File: config.mk
export PLATFORM = sky130hd
export DESIGN_NAME = channel_trim_and_slot_registers
export DESIGN_NICKNAME = d
export VERILOG_FILES = /design/src/verilog/trim_pkg.sv /design/src/verilog/channel_trim_and_slot_registers.sv
export VERILOG_INCLUDE_DIRS = /design/src /design/src/verilog
export SDC_FILE = /design/constraint.sdc
export NUM_CORES = 2
export LEC_CHECK = 0
export BUFFER_PORTS_ARGS = -buffer_cell sky130_fd_sc_hd__buf_4
export CAP_MARGIN = 20
export CORE_AREA = 2 2 535 537
export DETAILED_ROUTE_END_ITERATION = 8
export DIE_AREA = 0 0 537 539
export PLACE_DENSITY_LB_ADDON = 0.2
export SLEW_MARGIN = 20
export SYNTH_ARGS = -nofsm -noshare
export SYNTH_HDL_FRONTEND = slang
export SYNTH_SLANG_ARGS = --single-unit
File: constraint.sdc
create_clock -name clk_i -period 5.4 [get_ports clk_i]
set_clock_uncertainty 0.05 [all_clocks]
set_input_delay 1.35 -clock clk_i [delete_from_list [all_inputs] [get_ports clk_i]]
set_output_delay 1.35 -clock clk_i [all_outputs]
set_load 0.005 [all_outputs]
File: src/verilog/trim_consts.svh
// Register indices, reset values and field limits of the trim bank
`ifndef TRIM_CONSTS_SVH
`define TRIM_CONSTS_SVH

// Register indices; the byte address on the bus is four times the index
`define DB_BASE    9'h080
`define DB_LAST    9'h09e
`define OFS_BASE   9'h0a0
`define OFS_LAST   9'h0be
`define GAIN_BASE  9'h0c0
`define GAIN_LAST  9'h0de
`define SLOT_BASE  9'h100
`define SLOT_LAST  9'h17f

// Reset values
`define DB_RESET   12'h010
`define OFS_RESET  16'h0000
`define GAIN_RESET 16'h8000
`define SLOT_RESET 4'h0

// Width of the address bits above the decoded index that must be zero
`define ADR_HI_W   21

`endif

File: src/verilog/trim_pkg.sv
// Types shared by the trim and slot register bank
package trim_pkg;

   // Classic Wishbone request from the master
   typedef struct packed {
      logic [31:0] adr;
      logic [31:0] dat;
      logic [3:0]  sel;
      logic        we;
      logic        cyc;
      logic        stb;
   } wb_req_t;

   // Wishbone answer from this slave
   typedef struct packed {
      logic [31:0] dat;
      logic        ack;
   } wb_rsp_t;

   // Register region picked by the address decoder
   typedef enum logic [2:0] {
      REG_NONE,
      REG_DB,
      REG_OFS,
      REG_GAIN,
      REG_SLOT
   } region_t;

   // Decoder result: region and entry number inside it
   typedef struct packed {
      region_t    kind;
      logic [6:0] ch;
   } hit_t;

   // Whole configuration, as consumed by the alert, trim and sequencer logic
   typedef struct packed {
      logic [15:0][11:0] deadband;
      logic [15:0][15:0] offset;
      logic [15:0][15:0] gain;
      logic [127:0][3:0] slot;
   } trim_cfg_t;

   // Trim values for the input of the result being processed
   typedef struct packed {
      logic [15:0] offset;
      logic [15:0] gain;
      logic [15:0] deadband;
   } chan_trim_t;

endpackage

File: src/verilog/channel_trim_and_slot_registers.sv
// Per-input alert deadband, offset and gain trims and sequence slot table
//
// The Wishbone interface to the registers was left to the implementer.
`timescale 1ns/1ps
`include "trim_consts.svh"

// Notes on behaviour
// [RULE_01] Each of 16 inputs has a 12-bit read-write deadband, reset 0x10.
// [RULE_02] Deadband uses the scale of the 12 top bits of a result.
// [RULE_03] Deadband of input n sits at index 0x80 + 2n, last at 0x9E.
// [RULE_04] 16-bit offset trim per input, reset zero, given to each result.
// [RULE_05] Offset trim of input n sits at index 0xA0 + 2n, last 0xBE.
// [RULE_06] 16-bit gain trim per input, reset 0x8000, given to each result.
// [RULE_07] Gain trim of input n sits at index 0xC0 + 2n, last 0xDE.
// [RULE_08] Each slot holds a 4-bit input code in bits 3..0, reset zero.
// [RULE_09] 128 byte-wide slots at index 0x100 + n, up to 0x17F.
// [RULE_10] Reserved high bits of deadband and slot read zero, ignore writes.
module channel_trim_and_slot_registers
(
   input  wire logic                 clk_i,
   input  wire logic                 rst_i,
   input  wire trim_pkg::wb_req_t    wb_i,
   output trim_pkg::wb_rsp_t         wb_o,
   output trim_pkg::trim_cfg_t       cfg_o,
   input  wire logic [3:0]           result_chan_i,
   output trim_pkg::chan_trim_t      trim_o
);

   // ---------------------------------------------------------------
   // Helpers
   // ---------------------------------------------------------------

   // Map a register index onto a region and an entry number
   function automatic trim_pkg::hit_t decode(input logic [8:0] idx);
      trim_pkg::hit_t h;
      h.kind = trim_pkg::REG_NONE;
      h.ch   = 7'h00;
      if (idx >= `DB_BASE && idx <= `DB_LAST && !idx[0])
      begin
         h.kind = trim_pkg::REG_DB;
         h.ch   = 7'((idx - `DB_BASE) >> 1);
      end
      else if (idx >= `OFS_BASE && idx <= `OFS_LAST && !idx[0])
      begin
         h.kind = trim_pkg::REG_OFS;
         h.ch   = 7'((idx - `OFS_BASE) >> 1);
      end
      else if (idx >= `GAIN_BASE && idx <= `GAIN_LAST && !idx[0])
      begin
         h.kind = trim_pkg::REG_GAIN;
         h.ch   = 7'((idx - `GAIN_BASE) >> 1);
      end
      else if (idx >= `SLOT_BASE && idx <= `SLOT_LAST)
      begin
         h.kind = trim_pkg::REG_SLOT;
         h.ch   = 7'(idx - `SLOT_BASE);
      end
      return h;
   endfunction

   // Merge a 16-bit write into an old value, lane by lane
   function automatic logic [15:0] merge16(input logic [15:0] old_v,
                                           input logic [15:0] new_v,
                                           input logic [1:0]  sel);
      logic [15:0] r;
      r = old_v;
      if (sel[0])
      begin
         r[7:0] = new_v[7:0];
      end
      if (sel[1])
      begin
         r[15:8] = new_v[15:8];
      end
      return r;
   endfunction

   // ---------------------------------------------------------------
   // Storage
   // ---------------------------------------------------------------

   logic [15:0][11:0] deadband;
   logic [15:0][15:0] offset;
   logic [15:0][15:0] gain;
   logic [127:0][3:0] slot;
   logic              ack;
   logic [31:0]       rdata;

   // ---------------------------------------------------------------
   // Bus decode
   // ---------------------------------------------------------------

   logic [8:0]     idx;
   logic [3:0]     chan;
   logic           req;
   logic           wr_now;
   logic           in_range;
   trim_pkg::hit_t hit;
   logic [31:0]    next_rdata;

   // Index is the word address; upper address bits must be clear
   assign idx      = wb_i.adr[10:2];
   assign in_range = (wb_i.adr[31:11] == `ADR_HI_W'h0);
   assign req      = wb_i.cyc & wb_i.stb;
   assign hit      = in_range ? decode(idx)
                              : trim_pkg::hit_t'{trim_pkg::REG_NONE, 7'h00};
   // Trim and deadband regions hold 16 entries, so 4 bits pick one
   assign chan     = hit.ch[3:0];
   // Writes land on the edge where the master sees ack
   assign wr_now   = req & wb_i.we & ack;

   // Read mux; unmapped indices and odd deadband, offset and gain indices read zero
   always_comb
   begin
      next_rdata = 32'h0;
      unique case (hit.kind)
         trim_pkg::REG_NONE: next_rdata = 32'h0;
         trim_pkg::REG_DB:   next_rdata = {20'h0, deadband[chan]}; // RULE_03
         trim_pkg::REG_OFS:  next_rdata = {16'h0, offset[chan]};   // RULE_05
         trim_pkg::REG_GAIN: next_rdata = {16'h0, gain[chan]};     // RULE_07
         trim_pkg::REG_SLOT: next_rdata = {28'h0, slot[hit.ch]};          // RULE_09
      endcase
   end

   // ---------------------------------------------------------------
   // Wishbone answer
   // ---------------------------------------------------------------

   // One wait state; ack drops in the cycle after it was given
   always_ff @(posedge clk_i)
   begin
      if (rst_i)
      begin
         ack <= 1'b0;
      end
      else
      begin
         ack <= req & ~ack;
      end
   end

   // Read data is caught together with the rise of ack
   always_ff @(posedge clk_i)
   begin
      if (rst_i)
      begin
         rdata <= 32'h0;
      end
      else if (req & ~ack)
      begin
         rdata <= next_rdata;
      end
   end

   assign wb_o = '{dat: rdata, ack: ack};

   // ---------------------------------------------------------------
   // Register writes
   // ---------------------------------------------------------------

   // Deadband: only bits 11..0 are stored, so the top nibble stays zero
   always_ff @(posedge clk_i)
   begin
      if (rst_i)
      begin
         for (int i = 0; i < 16; i++)
         begin
            deadband[i] <= `DB_RESET; // RULE_01
         end
      end
      else if (wr_now && hit.kind == trim_pkg::REG_DB)
      begin
         deadband[hit.ch[3:0]] <= 12'(merge16({4'h0, deadband[hit.ch[3:0]]},
                                             wb_i.dat[15:0],
                                             wb_i.sel[1:0])); // RULE_10
      end
   end

   // Offset trims
   always_ff @(posedge clk_i)
   begin
      if (rst_i)
      begin
         for (int i = 0; i < 16; i++)
         begin
            offset[i] <= `OFS_RESET; // RULE_04
         end
      end
      else if (wr_now && hit.kind == trim_pkg::REG_OFS)
      begin
         offset[hit.ch[3:0]] <= merge16(offset[hit.ch[3:0]],
                                        wb_i.dat[15:0], wb_i.sel[1:0]);
      end
   end

   // Gain trims; the reset value is unity gain
   always_ff @(posedge clk_i)
   begin
      if (rst_i)
      begin
         for (int i = 0; i < 16; i++)
         begin
            gain[i] <= `GAIN_RESET; // RULE_06
         end
      end
      else if (wr_now && hit.kind == trim_pkg::REG_GAIN)
      begin
         gain[hit.ch[3:0]] <= merge16(gain[hit.ch[3:0]],
                                      wb_i.dat[15:0], wb_i.sel[1:0]);
      end
   end

   // Slot table: only the low nibble of lane 0 is kept
   always_ff @(posedge clk_i)
   begin
      if (rst_i)
      begin
         for (int i = 0; i < 128; i++)
         begin
            slot[i] <= `SLOT_RESET;
         end
      end
      else if (wr_now && hit.kind == trim_pkg::REG_SLOT && wb_i.sel[0])
      begin
         slot[hit.ch] <= wb_i.dat[3:0]; // RULE_08
      end
   end

   assign cfg_o = '{deadband: deadband, offset: offset,
                    gain: gain, slot: slot};

   // ---------------------------------------------------------------
   // Per-result trim lookup
   // ---------------------------------------------------------------

   // Registered so the correction path sees a clean flop; costs one cycle
   always_ff @(posedge clk_i)
   begin
      if (rst_i)
      begin
         trim_o <= '{offset: `OFS_RESET, gain: `GAIN_RESET,
                     deadband: {`DB_RESET, 4'h0}};
      end
      else
      begin
         trim_o.offset   <= offset[result_chan_i];   // RULE_04
         trim_o.gain     <= gain[result_chan_i];     // RULE_06
         // Deadband sits on the top 12 bits of the 16-bit result scale
         trim_o.deadband <= {deadband[result_chan_i], 4'h0}; // RULE_02
      end
   end
endmodule

==> flow_metrics.tcl <==
set metrics [dict create \
    status "complete, no violations" \
    path_depth 19 \
    use_met3 0.0761 \
    drt_iter0_drc 7096 \
    slew_viol_final 0 \
    crit_family "buffers and inverters" \
    dp_slack_ns -0.782 \
    setup_viol 0 \
    post-route-period-util 0.970 \
    yosysWarnings 0 \
    cp_num_buf_inv 8 \
    endpoint_kind "flip-flop" \
    num_rows 196 \
    drt_wl_total_um 420000 \
    synth_cell_types 88 \
    muxShareOfSynthArea 0.225 \
    drive_above_1_share 0.287 \
    hold_ws_ns 0.415 \
    synth_edf_count 0 \
    cts_tree "built" \
    critPathKind "in2reg" \
    cts_max_path_buffers 4 \
    cts_setup_buffers 0 \
    fin_nets 9433 \
    cts_buffers 165 \
    cp_cell_sequence "buf_4 > inv_1 > ha_1 > nor4bb_1 > a211o_1 > a222oi_1 > buf_4 > o32a_2 > buf_4 > buf_12 > mux2i_1 > buf_4 > mux2i_1 > mux2i_1 > buf_4 > mux2_2 > buf_12 > nand2_1 > a21oi_1" \
    ir_drop_uv 204 \
    critPathLaunchType "input pin" \
    cts-root-buf "clkbuf_16" \
    track_usage 0.277 \
    clock_sinks 1277 \
    critPathArrivalTime_ns 5.95 \
    powerDensity_mw_per_mm2 241 \
    grt_max_degree 147 \
    netlist_area_mm2 0.0640 \
    ys_seq_area_frac 0.399 \
    crit_fanout 48 \
    r2r-end "cfg_o[45]$_SDFFE_PP0P_" \
    synth-xor-area-share 0 \
    instances_no_fill 13200 \
    area_delta_synth_final_pct 40.8 \
    place_congestion 0.938 \
    critPathLaunch "wb_i[47]" \
    final_common_cell "nand2_1" \
    finalPower_w 0.0218 \
    crit_end "cfg_o[598]$_SDFFE_PP0P_" \
    worst_pin_slew_ns 1.29 \
    hp-class "reg2reg" \
    leakagePower_nw 37.5 \
    overflow 0 \
    period_minus_slack_ns 5.24 \
    finalWorstSetupSlack_ns 0.160 \
    reg2reg_setup_slack_ns 2.41 \
    most-common-layout-cells "nand2_1 (2225), buf_4 (1858), dfxtp_1 (1277), a21oi_1 (1021), mux2i_1 (871)" \
    dieArea_mm2 0.289 \
    postRouteAntennaNets 0 \
    initial_core_util 0.226 \
    synth_fa_ha_area_frac 0.00172 \
    first_pass_iters 6 \
    synth-simple-area-share 0.205 \
    synthCells 7737 \
    synth_top_family_by_area "multiplexers" \
    die_h_um 539 \
    clk_latency_ns 0.87 \
    cpMostUsedCell "buf_4" \
    viasPerCell 5.17 \
    die_w_um 537 \
    dr_total_vias 68500 \
    rsz0062_at_grt "false" \
    relSlewSlack 0.138 \
    post-place-cells 12900 \
    dpl.hpwl_um 321000 \
    clk_pin_slew_ns 0.06 \
    busiest_layer "met2" \
    syn_avg_cell_area_um2 8.28 \
    grt_pass1_wl_um 564000 \
    synth-compound-area-share 0.120 \
    ys.flop_type "dfxtp_1" \
    core_area_mm2 0.284 \
    grt_pass1_vias 64600 \
    reg2reg_depth 8 \
    ys_async_sr_fraction 0 \
    multi_input_area_mm2 0.0357 \
    synth_seq_cells 1277 \
    drv_cap 0 \
    post_drt_wl_per_cell_um 31.7 \
    drcViolationCount 0 \
    port_buffers 1333 \
    h-tree-depth 4 \
    slowest_delay_ns 0.66 \
    r2r_start "ack$_SDFF_PP0_" \
    io_pins 1374 \
    antenna_found_initial 34 \
    seq_area_mm2 0.0256 \
    cp_slowest_cell "a222oi_1" \
    final_hold_viol_count 0 \
    num-fill-cells 29900 \
    required_ns 6.11 \
    grt_use_met1 0.361 \
    cts_hold_buf 0 \
    fmax_ghz 0.191 \
    use_met2 0.422 \
]
==> worst min-delay path by stage <==
stage | depth (start not counted) | slack [ns] | startpoint | endpoint
after global routing | 2 | 0.44 | cfg_o[106]$_SDFFE_PP0P_ | cfg_o[106]$_SDFFE_PP0P_
after floorplan | 2 | 0.40 | rdata[10]$_SDFFE_PP0P_ | rdata[10]$_SDFFE_PP0P_
after CTS | 2 | 0.42 | rdata[4]$_SDFFE_PP0P_ | rdata[4]$_SDFFE_PP0P_
after global placement | 2 | 0.39 | rdata[6]$_SDFFE_PP0P_ | rdata[6]$_SDFFE_PP0P_
final | 2 | 0.42 | rdata[4]$_SDFFE_PP0P_ | rdata[4]$_SDFFE_PP0P_
after detailed placement | 2 | 0.40 | rdata[4]$_SDFFE_PP0P_ | rdata[4]$_SDFFE_PP0P_
==> final cells by class <==
class                      count  area share
tap                         3762      0.0522
inverter                      18    0.000749
timing repair buffer        2093       0.206
clock inverter                47     0.00669
sequential                  1277       0.284
clock buffer                 241      0.0539
antenna                       11    0.000305
multi-input combinational   5793       0.396
==> report_power, final <==
group / internal, W / switching (W) / leakage [nW] / total, W
clock network: 0.00668 / 0.00476 / 2.68 / 0.0114
registers: 0.00942 / 0.000000274 / 10.3 / 0.00942
logic: 0.000259 / 0.000650 / 24.5 / 0.000909
total: 0.0164 / 0.00541 / 37.5 / 0.0218
==> cell families after synthesis <==
kind of cell             after synthesis
AND/OR/NAND/NOR                     3250
AO/OA/AOI/OAI                       1367
flip-flops                          1277
multiplexers                        1147
buffers and inverters                686
adder cells (fa/ha/maj)                9
other                                  1
==> through the flow <==
stage	instance area, um^2	util	TNS, ns
2_1_floorplan	64100	-	0
5_1_grt	90100	0.317	0
4_1_cts	90100	0.317	0
3_5_place_dp	84700	0.298	-215.59
6_report	90200	0.317	0
3_3_place_gp	84600	0.298	-185.22
==> Yosys cell counts, types with 8 or more instances <==
| master | count | share of area |
|---|---|---|
| a22oi_1 | 17 | 0.0020 |
| or2_2 | 8 | 0.00078 |
| a22o_1 | 13 | 0.0018 |
| nor3_2 | 10 | 0.0016 |
| clkbuf_1 | 375 | 0.022 |
| a21oi_1 | 1022 | 0.080 |
| ha_1 | 8 | 0.0016 |
| buf_6 | 12 | 0.0021 |
| nand3_1 | 363 | 0.028 |
| mux2i_1 | 874 | 0.14 |
| buf_2 | 191 | 0.015 |
| buf_4 | 63 | 0.0074 |
| mux4_2 | 226 | 0.079 |
| buf_1 | 27 | 0.0016 |
| a211oi_1 | 63 | 0.0074 |
| o22ai_1 | 12 | 0.0012 |
| a31oi_1 | 28 | 0.0027 |
| inv_1 | 17 | 0.0010 |
| nor4_1 | 13 | 0.0013 |
| a2111oi_0 | 11 | 0.0015 |
| nand2_1 | 2229 | 0.13 |
| and3_1 | 27 | 0.0026 |
| dfxtp_1 | 1277 | 0.40 |
| mux2_2 | 45 | 0.0079 |
| nor2b_1 | 43 | 0.0042 |
| nor3_1 | 19 | 0.0015 |
| a211o_1 | 36 | 0.0049 |
| nor2_1 | 493 | 0.029 |
| o21ai_0 | 81 | 0.0063 |
==> registers in the layout, indices dropped and copies added, names as in the netlist <==
signal,cells
ack,1
cfg_o,1216
rdata,16
trim_o,44
==> layer usage <==
| metal | routed length [um] | up-vias |
|---|---|---|
| met1 | 175000 | 34200 |
| met2 | 183000 | 3692 |
| met5 | 68 | - |
| li1 | - | 29900 |
| met4 | 22100 | 10 |
| met3 | 40800 | 637 |
==> tightest hold or removal path, stage by stage (launching register included) <==
cell     delay, ns
dfxtp_1       0.33
nand2_1       0.05
o21ai_0       0.06
==> what timing repair did <==
action,in CTS,in global routing
resized for setup,0,3
hold endpoints to repair,0,0
endpoints found under the setup margin,0,19
Power figures use the tool's default switching activity.
